`config.mk`:
```
export PLATFORM = sky130hd
export DESIGN_NAME = scs_top
export DESIGN_NICKNAME = d
export VERILOG_FILES = /design/src/hw/scs_pkg.sv /design/src/hw/scs_postscaler.sv /design/src/hw/scs_instr_div.sv /design/src/hw/scs_top.sv
export SDC_FILE = /design/constraint.sdc
export NUM_CORES = 1
export LEC_CHECK = 0
export BUFFER_PORTS_ARGS = -buffer_cell sky130_fd_sc_hd__buf_2
export CORE_MARGIN = 5
export CORE_UTILIZATION = 45
export CTS_BUF_LIST = sky130_fd_sc_hd__clkbuf_4 sky130_fd_sc_hd__clkbuf_8 sky130_fd_sc_hd__clkbuf_16
export DETAILED_ROUTE_END_ITERATION = 6
export GPL_TIMING_DRIVEN = 0
export PLACE_DENSITY = 0.67
export RECOVER_POWER = 25
export SYNTH_ARGS = -nofsm -noshare
export SYNTH_HDL_FRONTEND = slang
export SYNTH_SLANG_ARGS = --single-unit
```
`constraint.sdc`:
```
create_clock -name I_REF_CLK -period 4.9 [get_ports I_REF_CLK]
set_clock_uncertainty 0.15 [all_clocks]
set_input_delay 1.47 -clock I_REF_CLK [delete_from_list [all_inputs] [get_ports I_REF_CLK]]
set_output_delay 1.47 -clock I_REF_CLK [all_outputs]
set_load 0.05 [all_outputs]
```
`src/hw/scs_pkg.sv`:
```
// package of constants and types for the system clock source select block
package scs_pkg;
  // register bus
  localparam int ADDR_W = 4;
  localparam int DATA_W = 16;
  localparam logic [3:0] OSC_CTRL_OFS = 4'h0;
  localparam logic [3:0] CLK_DIV_OFS = 4'h1;
  localparam logic [3:0] TUNE_OFS = 4'h2;
  localparam logic [3:0] MODE_STAT_OFS = 4'h3;
  // oscillator control register fields
  localparam int CUR_SEL_LSB = 12;
  localparam int NEW_SEL_LSB = 8;
  localparam int FAIL_BIT = 3;
  localparam int SEC_EN_BIT = 1;
  localparam int SWITCH_BIT = 0;
  // clock divisor and tune register fields
  localparam int POST_SEL_LSB = 8;
  localparam logic [2:0] POST_SEL_RST = 3'h0;
  localparam int TUNE_W = 6;
  localparam logic [5:0] TUNE_RST = 6'h00;
  // erased configuration selects fast rc with divide-by-n
  localparam logic [2:0] INIT_SEL_ERASED = 3'h7;
  localparam logic [1:0] PRI_MODE_ERASED = 2'h3;
  // nominal source frequencies and instruction clock limit in khz
  localparam int FAST_RC_KHZ = 7370;
  localparam int LOW_POWER_RC_KHZ = 32;
  localparam int MAX_INSTR_KHZ = 40000;
  // clock fail monitor: reference edges without an oscillator edge
  localparam logic [3:0] FAIL_LIMIT = 4'h4;
  // oscillator source selects
  localparam logic [2:0] SEL_FRC = 3'h0;
  localparam logic [2:0] SEL_FRC_PLL = 3'h1;
  localparam logic [2:0] SEL_PRI = 3'h2;
  localparam logic [2:0] SEL_PRI_PLL = 3'h3;
  localparam logic [2:0] SEL_SEC = 3'h4;
  localparam logic [2:0] SEL_LOW_POWER_RC_OSC = 3'h5;
  localparam logic [2:0] SEL_FRC_DIV16 = 3'h6;
  localparam logic [2:0] SEL_FRC_DIVN = 3'h7;
  // primary oscillator modes
  localparam logic [1:0] PRI_EXT = 2'h0;
  localparam logic [1:0] PRI_STD = 2'h1;
  localparam logic [1:0] PRI_HS = 2'h2;
  // the twelve clock modes, one-hot
  typedef enum logic [11:0] {
    CM_FRC = 12'h001,
    CM_FRC_PLL = 12'h002,
    CM_EXT = 12'h004,
    CM_STD = 12'h008,
    CM_HS = 12'h010,
    CM_EXT_PLL = 12'h020,
    CM_STD_PLL = 12'h040,
    CM_HS_PLL = 12'h080,
    CM_SEC = 12'h100,
    CM_LOW_POWER_RC_OSC = 12'h200,
    CM_FRC_DIV16 = 12'h400,
    CM_FRC_DIVN = 12'h800
  } scs_mode_type;
endpackage

```
`src/hw/scs_postscaler.sv`:
```
// fast rc postscaler: divides the fast rc enable stream by 1..256
`timescale 1ns/1ns
module scs_postscaler
  import scs_pkg::*;
(
  // clock and reset
  input wire logic i_clk,
  input wire logic i_rst_n,
  // control
  input wire logic i_tick,
  input wire logic [2:0] i_sel,
  // output pulse
  output logic o_tick
);
  logic [7:0] cnt_r;
  logic [7:0] cnt_nxt;
  logic [7:0] limit;

  // terminal count for the selected factor
  function automatic logic [7:0] post_limit(input logic [2:0] sel);
    if (sel == 3'h7)
    begin
      post_limit = 8'hff;
    end
    else
    begin
      post_limit = 8'((9'h001 << sel) - 9'h001);
    end
  endfunction

  always_comb
  begin
    limit = post_limit(i_sel);
    cnt_nxt = cnt_r;
    o_tick = 1'b0;
    if (i_tick)
    begin
      if (cnt_r >= limit)
      begin
        cnt_nxt = 8'h00;
        o_tick = 1'b1;
      end
      else
      begin
        cnt_nxt = cnt_r + 8'h01;
      end
    end
  end

  always_ff @(posedge i_clk)
  begin
    if (!i_rst_n)
    begin
      cnt_r <= 8'h00;
    end
    else
    begin
      cnt_r <= cnt_nxt;
    end
  end
endmodule // scs_postscaler

```
`src/hw/scs_instr_div.sv`:
```
// divide-by-two instruction clock stage
`timescale 1ns/1ns
module scs_instr_div
  import scs_pkg::*;
(
  // clock and reset
  input wire logic i_clk,
  input wire logic i_rst_n,
  // oscillator tick in
  input wire logic i_tick,
  // instruction clock out
  output logic o_clk,
  output logic o_tick
);
  logic tog_r;
  logic tog_nxt;

  always_comb
  begin
    tog_nxt = i_tick ? ~tog_r : tog_r;
  end

  always_ff @(posedge i_clk)
  begin
    if (!i_rst_n)
    begin
      tog_r <= 1'b0;
    end
    else
    begin
      tog_r <= tog_nxt;
    end
  end

  assign o_clk = tog_r;
  assign o_tick = i_tick & tog_r;

  // equal high and low time in oscillator ticks
  chk_toggle_on_tick: assert property (@(posedge i_clk) disable iff (!i_rst_n)
    i_tick |=> (tog_r != $past(tog_r)))
    else $error("instruction clock did not toggle");
endmodule // scs_instr_div

```
`src/hw/scs_top.sv`:
```
// system clock source select: mode decode, selection, fail monitor, registers
// ==========
// Summary of operation
// - seven clock sources are offered, fast rc, fast rc pll, primary, primary pll, sec, low_power_rc_osc, postscaled.
// - a three-bit postscaler field divides the fast rc clock from 1:1 up to 1:256.
// - the fast rc runs at a nominal 7.37 MHz and has a software tuning value.
// - the primary oscillator runs as standard crystal, high-speed crystal or external clock.
// - the low-power rc clock also feeds the watchdog and the clock fail monitor.
// - only fast rc and primary can be routed through the pll, as the mode selects.
// - at power-on the initial select and primary mode configuration fields pick the source.
// - erased configuration bits give the fast rc with divide-by-n as power-on source.
// - every configuration combination decodes to exactly one of twelve clock modes.
// - the instruction clock is the selected oscillator clock divided by two.
// - a fail monitor detects a stopped clock and falls back; sources can switch at run time.
// - select codes 000..111 and primary mode codes 00 ext, 01 std, 10 hs decode as listed.
`timescale 1ns/1ns
module scs_top
  import scs_pkg::*;
(
  // clock and reset
  input wire logic I_REF_CLK,
  input wire logic I_RST_N,
  // oscillator ticks, asynchronous levels from the analog sources
  input wire logic I_FAST_RC_OSC,
  input wire logic I_FAST_RC_PLL,
  input wire logic I_PRIMARY_OSC,
  input wire logic I_PRIMARY_PLL,
  input wire logic I_SECONDARY_LOW_POWER_OSC,
  input wire logic I_LOW_POWER_RC_OSC,
  // nonvolatile configuration
  input wire logic [2:0] I_INITIAL_OSC_SEL,
  input wire logic [1:0] I_PRIMARY_OSC_MODE_SEL,
  // register port
  input wire logic [ADDR_W-1:0] I_ADDR,
  input wire logic [DATA_W-1:0] I_WDATA,
  input wire logic I_WR,
  input wire logic I_RD,
  output logic [DATA_W-1:0] O_RDATA,
  // clock outputs
  output logic O_OSC_TICK,
  output logic O_INSTR_CLK,
  output logic O_INSTR_TICK,
  output logic O_WDT_REF_TICK,
  output logic O_FAIL_REF_TICK,
  output logic O_PLL_IN_SEL_PRI,
  output logic O_PLL_EN,
  output logic [1:0] O_PRI_MODE,
  output logic [TUNE_W-1:0] O_FAST_RC_TUNE,
  output logic O_SEC_OSC_EN
);
  // ==========
  // input synchronisers
  logic [5:0] osc_in;
  logic [5:0] sync1_r;
  logic [5:0] sync2_r;
  logic [5:0] prev_r;
  logic [5:0] rise;
  assign osc_in = {I_LOW_POWER_RC_OSC, I_SECONDARY_LOW_POWER_OSC, I_PRIMARY_PLL,
                   I_PRIMARY_OSC, I_FAST_RC_PLL, I_FAST_RC_OSC};

  genvar gi;
  generate
    for (gi = 0; gi < 6; gi++)
    begin : g_sync
      always_ff @(posedge I_REF_CLK)
      begin
        if (!I_RST_N)
        begin
          sync1_r[gi] <= 1'b0;
          sync2_r[gi] <= 1'b0;
          prev_r[gi] <= 1'b0;
        end
        else
        begin
          sync1_r[gi] <= osc_in[gi];
          sync2_r[gi] <= sync1_r[gi];
          prev_r[gi] <= sync2_r[gi];
        end
      end
      assign rise[gi] = sync2_r[gi] & ~prev_r[gi];
    end
  endgenerate

  // ==========
  // configuration decode
  // unique mode decode
  function automatic scs_mode_type decode_mode(input logic [2:0] sel, input logic [1:0] pm);
    logic [1:0] m;
    m = (pm == PRI_HS) ? PRI_HS : ((pm == PRI_STD) ? PRI_STD : PRI_EXT);
    case (sel)
      SEL_FRC: decode_mode = CM_FRC;
      SEL_FRC_PLL: decode_mode = CM_FRC_PLL;
      SEL_PRI: decode_mode = (m == PRI_HS) ? CM_HS : ((m == PRI_STD) ? CM_STD : CM_EXT);
      SEL_PRI_PLL:
        decode_mode = (m == PRI_HS) ? CM_HS_PLL : ((m == PRI_STD) ? CM_STD_PLL : CM_EXT_PLL);
      SEL_SEC: decode_mode = CM_SEC;
      SEL_LOW_POWER_RC_OSC: decode_mode = CM_LOW_POWER_RC_OSC;
      SEL_FRC_DIV16: decode_mode = CM_FRC_DIV16;
      default: decode_mode = CM_FRC_DIVN;
    endcase
  endfunction

  // ==========
  // oscillator control state
  logic [2:0] cur_sel_r, cur_sel_nxt;
  logic [2:0] new_sel_r, new_sel_nxt;
  logic [1:0] pri_mode_r, pri_mode_nxt;
  logic [2:0] post_sel_r, post_sel_nxt;
  logic [TUNE_W-1:0] tune_r, tune_nxt;
  logic fail_r, fail_nxt;
  logic sec_en_r, sec_en_nxt;
  logic switch_r, switch_nxt;
  logic por_done_r, por_done_nxt;
  logic [3:0] miss_r, miss_nxt;
  logic [DATA_W-1:0] rdata_r, rdata_nxt;
  scs_mode_type mode;
  logic osc_tick;
  logic frc_post_tick;
  logic div16_tick;
  logic fail_event;
  logic wr_osc;

  assign mode = decode_mode(cur_sel_r, pri_mode_r);
  assign wr_osc = I_WR && (I_ADDR == OSC_CTRL_OFS);

  scs_postscaler u_post (
    .i_clk(I_REF_CLK),
    .i_rst_n(I_RST_N),
    .i_tick(rise[0]),
    .i_sel(post_sel_r),
    .o_tick(frc_post_tick)
  );

  scs_postscaler u_div16 (
    .i_clk(I_REF_CLK),
    .i_rst_n(I_RST_N),
    .i_tick(rise[0]),
    .i_sel(3'h4),
    .o_tick(div16_tick)
  );

  always_comb
  begin
    case (mode)
      CM_FRC: osc_tick = rise[0];
      // pll only behind fast rc and primary
      CM_FRC_PLL: osc_tick = rise[1];
      CM_EXT, CM_STD, CM_HS: osc_tick = rise[2];
      CM_EXT_PLL, CM_STD_PLL, CM_HS_PLL: osc_tick = rise[3];
      CM_SEC: osc_tick = rise[4];
      CM_LOW_POWER_RC_OSC: osc_tick = rise[5];
      CM_FRC_DIV16: osc_tick = div16_tick;
      default: osc_tick = frc_post_tick;
    endcase
  end

  scs_instr_div u_instr (
    .i_clk(I_REF_CLK),
    .i_rst_n(I_RST_N),
    .i_tick(osc_tick),
    .o_clk(O_INSTR_CLK),
    .o_tick(O_INSTR_TICK)
  );

  // missing-edge monitor on the low-power rc reference
  assign fail_event = rise[5] && !osc_tick && (miss_r == FAIL_LIMIT - 4'h1);

  always_comb
  begin
    cur_sel_nxt = cur_sel_r;
    new_sel_nxt = new_sel_r;
    pri_mode_nxt = pri_mode_r;
    post_sel_nxt = post_sel_r;
    tune_nxt = tune_r;
    fail_nxt = fail_r;
    sec_en_nxt = sec_en_r;
    switch_nxt = 1'b0;
    por_done_nxt = 1'b1;
    miss_nxt = miss_r;
    rdata_nxt = '0;
    if (!por_done_r)
    begin
      // latch configuration at release of reset
      cur_sel_nxt = I_INITIAL_OSC_SEL;
      new_sel_nxt = I_INITIAL_OSC_SEL;
      // one primary mode, reserved code falls to standard crystal
      pri_mode_nxt = (I_PRIMARY_OSC_MODE_SEL == 2'h3) ? PRI_STD : I_PRIMARY_OSC_MODE_SEL;
    end
    else
    begin
      if (osc_tick)
      begin
        miss_nxt = 4'h0;
      end
      else if (rise[5] && miss_r < FAIL_LIMIT)
      begin
        miss_nxt = miss_r + 4'h1;
      end
      if (wr_osc)
      begin
        new_sel_nxt = I_WDATA[NEW_SEL_LSB +: 3];
        sec_en_nxt = I_WDATA[SEC_EN_BIT];
        // software clears the fail flag by writing zero
        if (!I_WDATA[FAIL_BIT])
        begin
          fail_nxt = 1'b0;
        end
        if (I_WDATA[SWITCH_BIT])
        begin
          cur_sel_nxt = I_WDATA[NEW_SEL_LSB +: 3];
          switch_nxt = 1'b1;
          miss_nxt = 4'h0;
        end
      end
      // set wins over clear; fall back to fast rc
      if (fail_event)
      begin
        fail_nxt = 1'b1;
        cur_sel_nxt = SEL_FRC;
        miss_nxt = 4'h0;
      end
      if (I_WR && I_ADDR == CLK_DIV_OFS)
      begin
        post_sel_nxt = I_WDATA[POST_SEL_LSB +: 3];
      end
      if (I_WR && I_ADDR == TUNE_OFS)
      begin
        tune_nxt = I_WDATA[TUNE_W-1:0];
      end
    end
    if (I_RD)
    begin
      if (I_ADDR == OSC_CTRL_OFS)
      begin
        rdata_nxt[CUR_SEL_LSB +: 3] = cur_sel_r;
        rdata_nxt[NEW_SEL_LSB +: 3] = new_sel_r;
        rdata_nxt[FAIL_BIT] = fail_r;
        rdata_nxt[SEC_EN_BIT] = sec_en_r;
        rdata_nxt[SWITCH_BIT] = switch_r;
      end
      else if (I_ADDR == CLK_DIV_OFS)
      begin
        rdata_nxt[POST_SEL_LSB +: 3] = post_sel_r;
      end
      else if (I_ADDR == TUNE_OFS)
      begin
        rdata_nxt[TUNE_W-1:0] = tune_r;
      end
      else if (I_ADDR == MODE_STAT_OFS)
      begin
        rdata_nxt[11:0] = mode;
      end
    end
  end

  always_ff @(posedge I_REF_CLK)
  begin
    if (!I_RST_N)
    begin
      // fast rc select and standard crystal mode until configuration is caught
      cur_sel_r <= SEL_FRC;
      new_sel_r <= SEL_FRC;
      pri_mode_r <= PRI_STD;
      post_sel_r <= POST_SEL_RST;
      tune_r <= TUNE_RST;
      fail_r <= 1'b0;
      sec_en_r <= 1'b0;
      switch_r <= 1'b0;
      por_done_r <= 1'b0;
      miss_r <= 4'h0;
      rdata_r <= '0;
    end
    else
    begin
      cur_sel_r <= cur_sel_nxt;
      new_sel_r <= new_sel_nxt;
      pri_mode_r <= pri_mode_nxt;
      post_sel_r <= post_sel_nxt;
      tune_r <= tune_nxt;
      fail_r <= fail_nxt;
      sec_en_r <= sec_en_nxt;
      switch_r <= switch_nxt;
      por_done_r <= por_done_nxt;
      miss_r <= miss_nxt;
      rdata_r <= rdata_nxt;
    end
  end

  assign O_RDATA = rdata_r;
  assign O_OSC_TICK = osc_tick;
  // low_power_rc_osc reference to watchdog and monitor
  assign O_WDT_REF_TICK = rise[5];
  assign O_FAIL_REF_TICK = rise[5];
  assign O_PLL_EN = (mode == CM_FRC_PLL) || (cur_sel_r == SEL_PRI_PLL);
  assign O_PLL_IN_SEL_PRI = (cur_sel_r == SEL_PRI_PLL);
  assign O_PRI_MODE = pri_mode_r;
  assign O_FAST_RC_TUNE = tune_r;
  assign O_SEC_OSC_EN = sec_en_r || (cur_sel_r == SEL_SEC);

  // ==========
  // checks
  // configuration caught once
  // sampled reset keeps the release edge itself out of the capture check
  chk_config_capture: assert property (@(posedge I_REF_CLK) disable iff (!I_RST_N)
    I_RST_N && !por_done_r |=> (cur_sel_r == $past(I_INITIAL_OSC_SEL)))
    else $error("configuration select not captured");
  chk_mode_onehot: assert property (@(posedge I_REF_CLK) disable iff (!I_RST_N)
    $onehot(mode))
    else $error("clock mode not unique");
  chk_fail_fallback: assert property (@(posedge I_REF_CLK) disable iff (!I_RST_N)
    fail_event |=> fail_r && cur_sel_r == SEL_FRC)
    else $error("fail did not fall back");
  chk_pll_sources: assert property (@(posedge I_REF_CLK) disable iff (!I_RST_N)
    O_PLL_EN |-> (O_OSC_TICK == (O_PLL_IN_SEL_PRI ? rise[3] : rise[1])))
    else $error("pll used by wrong source");
  chk_pri_mode: assert property (@(posedge I_REF_CLK) disable iff (!I_RST_N)
    por_done_r |-> pri_mode_r != 2'h3)
    else $error("reserved primary mode");
  chk_ref_low_power_rc_osc: assert property (@(posedge I_REF_CLK) disable iff (!I_RST_N)
    $rose(sync2_r[5]) |-> O_WDT_REF_TICK && O_FAIL_REF_TICK)
    else $error("low_power_rc_osc reference missed");
  chk_post_write: assert property (@(posedge I_REF_CLK) disable iff (!I_RST_N)
    por_done_r && I_WR && I_ADDR == CLK_DIV_OFS |=> post_sel_r == $past(I_WDATA[10:8]))
    else $error("postscaler not written");
  chk_tune_write: assert property (@(posedge I_REF_CLK) disable iff (!I_RST_N)
    por_done_r && I_WR && I_ADDR == TUNE_OFS |=> tune_r == $past(I_WDATA[5:0]))
    else $error("tune not written");
endmodule // scs_top

```
==> results.json, run 1 <==
{
  "cts_made_buffers": 9,
  "synth_top_cell_by_area": "dfxtp_1",
  "gr-usage-all-layers": 0.168,
  "core_region_area_mm2": 0.00721,
  "cts_hold_buf": 0,
  "gp_congestion": 0.795,
  "grt_max_degree": 14,
  "end_kind": "primary output",
  "cp.arrival_ns": 3.23,
  "critPathRequiredTime_ns": 3.28,
  "diodes": 0,
  "via_per_inst": 5.10,
  "final_area_mm2": 0.00407,
  "min_period_over_period": 0.990,
  "ys_ff_latch": 75,
  "worst_slack_ns": 0.0468,
  "top_usage_layer": "met2",
  "pre_cts_ws_ns": 0.0829,
  "synthArstFlopShare": 0,
  "nets": 492,
  "p_per_area_mw_per_mm2": 310,
  "postRouteAntennaNets": 0,
  "std_cell_rows": 31,
  "routed_wl_um": 7400,
  "syn_area_mm2": 0.00332,
  "clock.fmax_mhz": 206,
  "finalSetupViolCount": 0,
  "synth.distinct_cells": 55,
  "antenna_found_initial": 0,
  "fin_util": 0.564,
  "yosysWarnings": 0,
  "clockRootBuffer": "clkbuf_8",
  "path_max_fanout": 10,
  "fin_hold_ws_ns": 0.284,
  "synth_nets": 422,
  "ioPinCount": 67,
  "vias": 2782,
  "wl_per_cell_um": 13.6,
  "drcViolationCount": 0,
  "clk_latency_ns": 0.35,
  "final_common_cell": "dfxtp_1",
  "synth_top_area_frac": 0.453,
  "drtPass1Iterations": 4,
  "crit_type": "reg2out",
  "syn_avg_cell_area_um2": 8.89,
  "min_path_type": "reg2reg",
  "worst_pin_slew_ns": 0.645,
  "port_buffers": 57,
  "seq_area_frac_synth": 0.453,
  "synth_enable_flop_cells": 0,
  "total_leakage_power_nw": 1.71,
  "htreeDepth": 3,
  "critPathLaunchType": "register",
  "maxSlewViolCount": 0,
  "synthTopCellsByArea": "dfxtp_1, nand2_1, nor2_1",
  "hold_viol": 0,
  "clkSinkCount": 75,
  "mostFrequentLayoutCells": "dfxtp_1, buf_2, nand2_1",
  "synth_flop_cell": "dfxtp_1",
  "grt_setup_unrepaired": "yes",
  "die_x_um": 95.8,
  "vdd_ir_drop_max_mv": 0.187,
  "grt_overflow": 0,
  "netlist_instances": 373,
  "grt_pass1_wl_um": 11900,
  "met2_usage": 0.252,
  "hpwlAfterDp_um": 5480,
  "die-area_mm2": 0.00919,
  "die_h_um": 95.8,
  "setup_tns_ns": 0,
  "tritoncts": "done",
  "status": "finished, final reports clean",
  "place_area_mm2": 0.00372,
  "r2r_slack_ns": 1.53,
  "post-route-min-period_ns": 4.85,
  "areaGrowthSynthToFinish_pct": 22.6,
  "grt_use_met1": 0.231,
  "drv_cap": 0,
  "grt_pass1_vias": 2582,
  "final_layout_size_suffix_gt1_frac": 0.246,
  "met3_usage": 0.0453,
  "drt_iter0_markers": 136,
  "relSlewSlack": 0.566,
  "clock_path_buffers": 2,
  "start_util": 0.460,
  "cts.reportedPaths.clkPinSlew_ns": 0.08
}
metrics by stage:
stage	power, mW	std cells
floorplan	0.721	373
global placement	0.756	529
detailed placement	0.758	529
CTS	1.27	543
global route	1.31	546
finish	1.26	546
worst paths after layout:
path / start / end / cells past startpoint
hold reg to reg: sync1_r[0]$_SDFF_PN0_ / sync2_r[0]$_SDFF_PN0_ / 1
hold / removal: sync1_r[0]$_SDFF_PN0_ / sync2_r[0]$_SDFF_PN0_ / 1
setup reg to reg: post_sel_r[1]$_SDFFE_PN0P_ / cur_sel_r[2]$_SDFFE_PN0P_ / 16
setup / recovery: post_sel_r[1]$_SDFFE_PN0P_ / O_INSTR_TICK / 15
registers in the layout, indices dropped and copies added (netlist names):
signal          count
O_RDATA            15
fail_r              1
miss_r              4
switch_r            1
sync1_r             6
u_instr.o_clk       1
u_post.cnt_r        8
post_sel_r          3
sync2_r             6
u_div16.cnt_r       8
O_PRI_MODE          2
cur_sel_r           3
sec_en_r            1
por_done_r          1
O_FAST_RC_TUNE      6
new_sel_r           3
prev_r              6
area by class of cell:
cell class	count	area [µm²]
fill	684	3150
multi-input combinational	270	1780
sequential	75	1510
timing repair buffer	60	318
clock buffer	9	124
tap	99	124
buffer	18	95.1
clock inverter	6	88.8
inverter	9	33.8
metal layers:
| layer | vias to the layer above | part of all wire | routed length [µm] |
|---|---|---|---|
| met5 | - | 0 | 0 |
| met4 | 0 | 0.010 | 77 |
| met3 | 10 | 0.059 | 438 |
| met2 | 78 | 0.46 | 3400 |
| met1 | 1281 | 0.47 | 3490 |
| li1 | 1413 | - | - |
logic make-up (layout without fill, tap and decap cells):
group           count (synthesis)  count (layout)  share of synthesized area
buf+inv                        28             102                     0.0377
compound gates                 51              51                      0.110
xor+xnor                       11              11                     0.0291
simple gates                  177             177                      0.263
other cells                     1               1                    0.00113
flops                          75              75                      0.453
fa+ha+maj                      14              14                     0.0528
mux                            16              16                     0.0536
worst max-delay path, stage by stage (launching register included):
cell      delay, ns
dfxtp_2        0.33
buf_6          0.13
nor2_4         0.14
nand2_2        0.09
ha_4           0.19
nor2b_4        0.14
a21oi_2        0.11
o221ai_1       0.14
ha_2           0.24
or4_4          0.44
a21oi_4        0.17
o31ai_4        0.09
a31o_1         0.24
buf_6          0.12
and2_4         0.16
buf_8          0.14
synthesized netlist by cell type, types with 6 or more instances:
| library cell | n |
|---|---|
| xor2_1 | 9 |
| nor2b_1 | 6 |
| clkbuf_1 | 12 |
| and3_1 | 7 |
| dfxtp_1 | 75 |
| and2_1 | 25 |
| mux2i_1 | 11 |
| nor2_1 | 47 |
| nand2b_1 | 8 |
| nor3_1 | 8 |
| ha_1 | 14 |
| inv_1 | 8 |
| nand3_1 | 10 |
| nand2_1 | 49 |
| a22oi_1 | 6 |
| a21oi_1 | 10 |
power breakdown:
| group | total (mW) | switching [mW] | internal [mW] |
|---|---|---|---|
| registers | 0.632 | 0.00888 | 0.623 |
| logic | 0.119 | 0.0750 | 0.0436 |
| clock network | 0.511 | 0.227 | 0.284 |
timing repair:
action / 4_1_cts / 5_1_grt
cloned: 0 / 0
resized for setup: 10 / 19
setup buffers: 0 / 3
setup endpoints to repair: 2 / 2
pin swaps: 1 / 8
Note: power is estimated with default switching activity, not from simulation.
==> run 2: changes to the inputs <==
Settings changed: CORE_UTILIZATION 45 to 36, PLACE_DENSITY 0.67 to 0.63.
==> run 2 against run 1 <==
  * Die area is 22% higher
  * Critical endpoint unchanged
  * Sequential share of layout area hardly changed
  * Largest cell class unchanged
  * Via count hardly changed
  * Setup slack better by 0.0017 ns
  * Hold slack worse by 0.010 ns
  * Total power is 3.3% higher
==> results.json, run 2 (same netlist as run 1, synthesis figures left out) <==
{
  "drv_cap": 0,
  "die_h_um": 106,
  "drt_iter0_markers": 138,
  "cts.reportedPaths.clkPinSlew_ns": 0.08,
  "min_path_type": "reg2reg",
  "pre_cts_ws_ns": 0.0941,
  "worst_path_largest_cell_delay_ns": 0.39,
  "hold_viol": 0,
  "drtPass1Iterations": 6,
  "drcViolationCount": 0,
  "worst_pin_slew_ns": 0.556,
  "finalSetupViolCount": 0,
  "final_area_mm2": 0.00407,
  "cts_hold_buf": 0,
  "status": "finished, final reports clean",
  "die_x_um": 106,
  "wl_per_cell_um": 14.1,
  "crit_path_frequent_cell": "buf_6",
  "cp.arrival_ns": 3.23,
  "post-route-min-period_ns": 4.85,
  "clockRootBuffer": "clkbuf_8",
  "nets": 493,
  "start_util": 0.364,
  "min_period_over_period": 0.990,
  "final_common_cell": "dfxtp_1",
  "internal_power_mw": 0.997,
  "r2r_slack_ns": 1.55,
  "cp_slowest_cell": "or3_1",
  "relSlewSlack": 0.627,
  "place_area_mm2": 0.00374,
  "maxSlewViolCount": 0,
  "critPathLaunchType": "register",
  "fin_util": 0.447,
  "switching_share": 0.235,
  "clk_latency_ns": 0.34,
  "worst_slack_ns": 0.0485,
  "tritoncts": "done",
  "end_kind": "primary output",
  "core_region_area_mm2": 0.00911,
  "path_cells": "buf_6 -> nor2_4 -> nand2_2 -> ha_4 -> mux2_2 -> o22ai_2 -> ha_1 -> or3_1 -> a21oi_2 -> o31ai_2 -> a31o_1 -> buf_6 -> and2_4 -> buf_6",
  "gp_congestion": 0.889,
  "path_delay_family": "simple AND/OR/NAND/NOR gates",
  "port_buffers": 57,
  "clkSinkCount": 75,
  "antenna_found_initial": 0,
  "p_sw_mw": 0.306,
  "total_leakage_power_nw": 1.73,
  "vdd_ir_drop_max_mv": 0.163,
  "htreeDepth": 3,
  "grt_pass1_vias": 2604,
  "met2_length_um": 3540,
  "drt-met1-wl_um": 3830,
  "vias": 2783,
  "cts_made_buffers": 9,
  "via_per_inst": 4.99,
  "grt_max_degree": 13,
  "clock.fmax_mhz": 206,
  "largest_reg_flops": 15,
  "wl_met3_um": 411,
  "routed_wl_um": 7860,
  "ioPinCount": 67,
  "areaGrowthSynthToFinish_pct": 22.8,
  "grt_pass1_wl_um": 12500,
  "clock_path_buffers": 2,
  "comb_power_share": 0.089,
  "crit_type": "reg2out",
  "grt_overflow": 0,
  "diodes": 0,
  "mostFrequentLayoutCells": "dfxtp_1, buf_2, nand2_1",
  "path_max_fanout": 8,
  "clkPwrFrac": 0.426,
  "postRouteAntennaNets": 0,
  "die-area_mm2": 0.0112,
  "p_per_area_mw_per_mm2": 320,
  "gr-usage-all-layers": 0.139,
  "critPathBufInv": 3,
  "std_cell_rows": 35,
  "pwr-share-seq": 0.484,
  "final_layout_size_suffix_gt1_frac": 0.242,
  "top_layer_used": "met4",
  "dp_cells": 541,
  "hpwlAfterDp_um": 5820,
  "critPathRequiredTime_ns": 3.28,
  "fin_cells": 558
}
==> run 2: worst paths after layout <==
path | end | cells after the start | startpoint
setup / recovery | O_INSTR_TICK | 14 | post_sel_r[1]$_SDFFE_PN0P_
hold / removal | sync2_r[0]$_SDFF_PN0_ | 1 | sync1_r[0]$_SDFF_PN0_
setup reg to reg | u_post.cnt_r[0]$_SDFFE_PN0P_ | 14 | post_sel_r[1]$_SDFFE_PN0P_
hold reg to reg | sync2_r[0]$_SDFF_PN0_ | 1 | sync1_r[0]$_SDFF_PN0_
==> run 2: repair_timing <==
item / in CTS / in global routing
cloned: 0 / 0
pin swaps: 0 / 5
buffers inserted: 1 / 3
setup endpoints to repair: 2 / 2
hold endpoints to repair: 0 / 0
resized for setup: 8 / 16
==> run 2: area by class of cell <==
type | count | area [µm²]
Buffer | 18 | 95.1
Sequential cell | 75 | 1510
Clock buffer | 9 | 124
Multi-Input combinational cell | 270 | 1750
Tap cell | 111 | 139
Clock inverter | 5 | 104
Fill cell | 907 | 5040
Inverter | 9 | 33.8
Timing Repair Buffer | 61 | 322
==> run 2: power by group through the flow <==
stage,clock network (mW),logic (mW),registers [mW]
2_1_floorplan,0,0.0698,0.651
3_3_place_gp,0,0.111,0.645
3_5_place_dp,0,0.112,0.646
4_1_cts,0.565,0.114,0.632
5_1_grt,0.593,0.128,0.633
6_report,0.556,0.116,0.631
==> run 2: per-layer routing <==
| layer | global-route usage | vias to the layer above |
|---|---|---|
| li1 | - | 1416 |
| met1 | 0.186 | 1297 |
| met2 | 0.215 | 66 |
| met3 | 0.0395 | 4 |
| met4 | 0.0481 | 0 |
| met5 | 0 | - |
==> run 2: through the flow <==
step	total power [mW]	setup TNS [ns]	hold WS (ns)
after floorplan	0.721	0	0.251
after global placement	0.757	0	0.267
after detailed placement	0.758	0	0.268
after CTS	1.31	0	0.277
after global routing	1.35	-0.0624	0.304
final	1.30	0	0.274
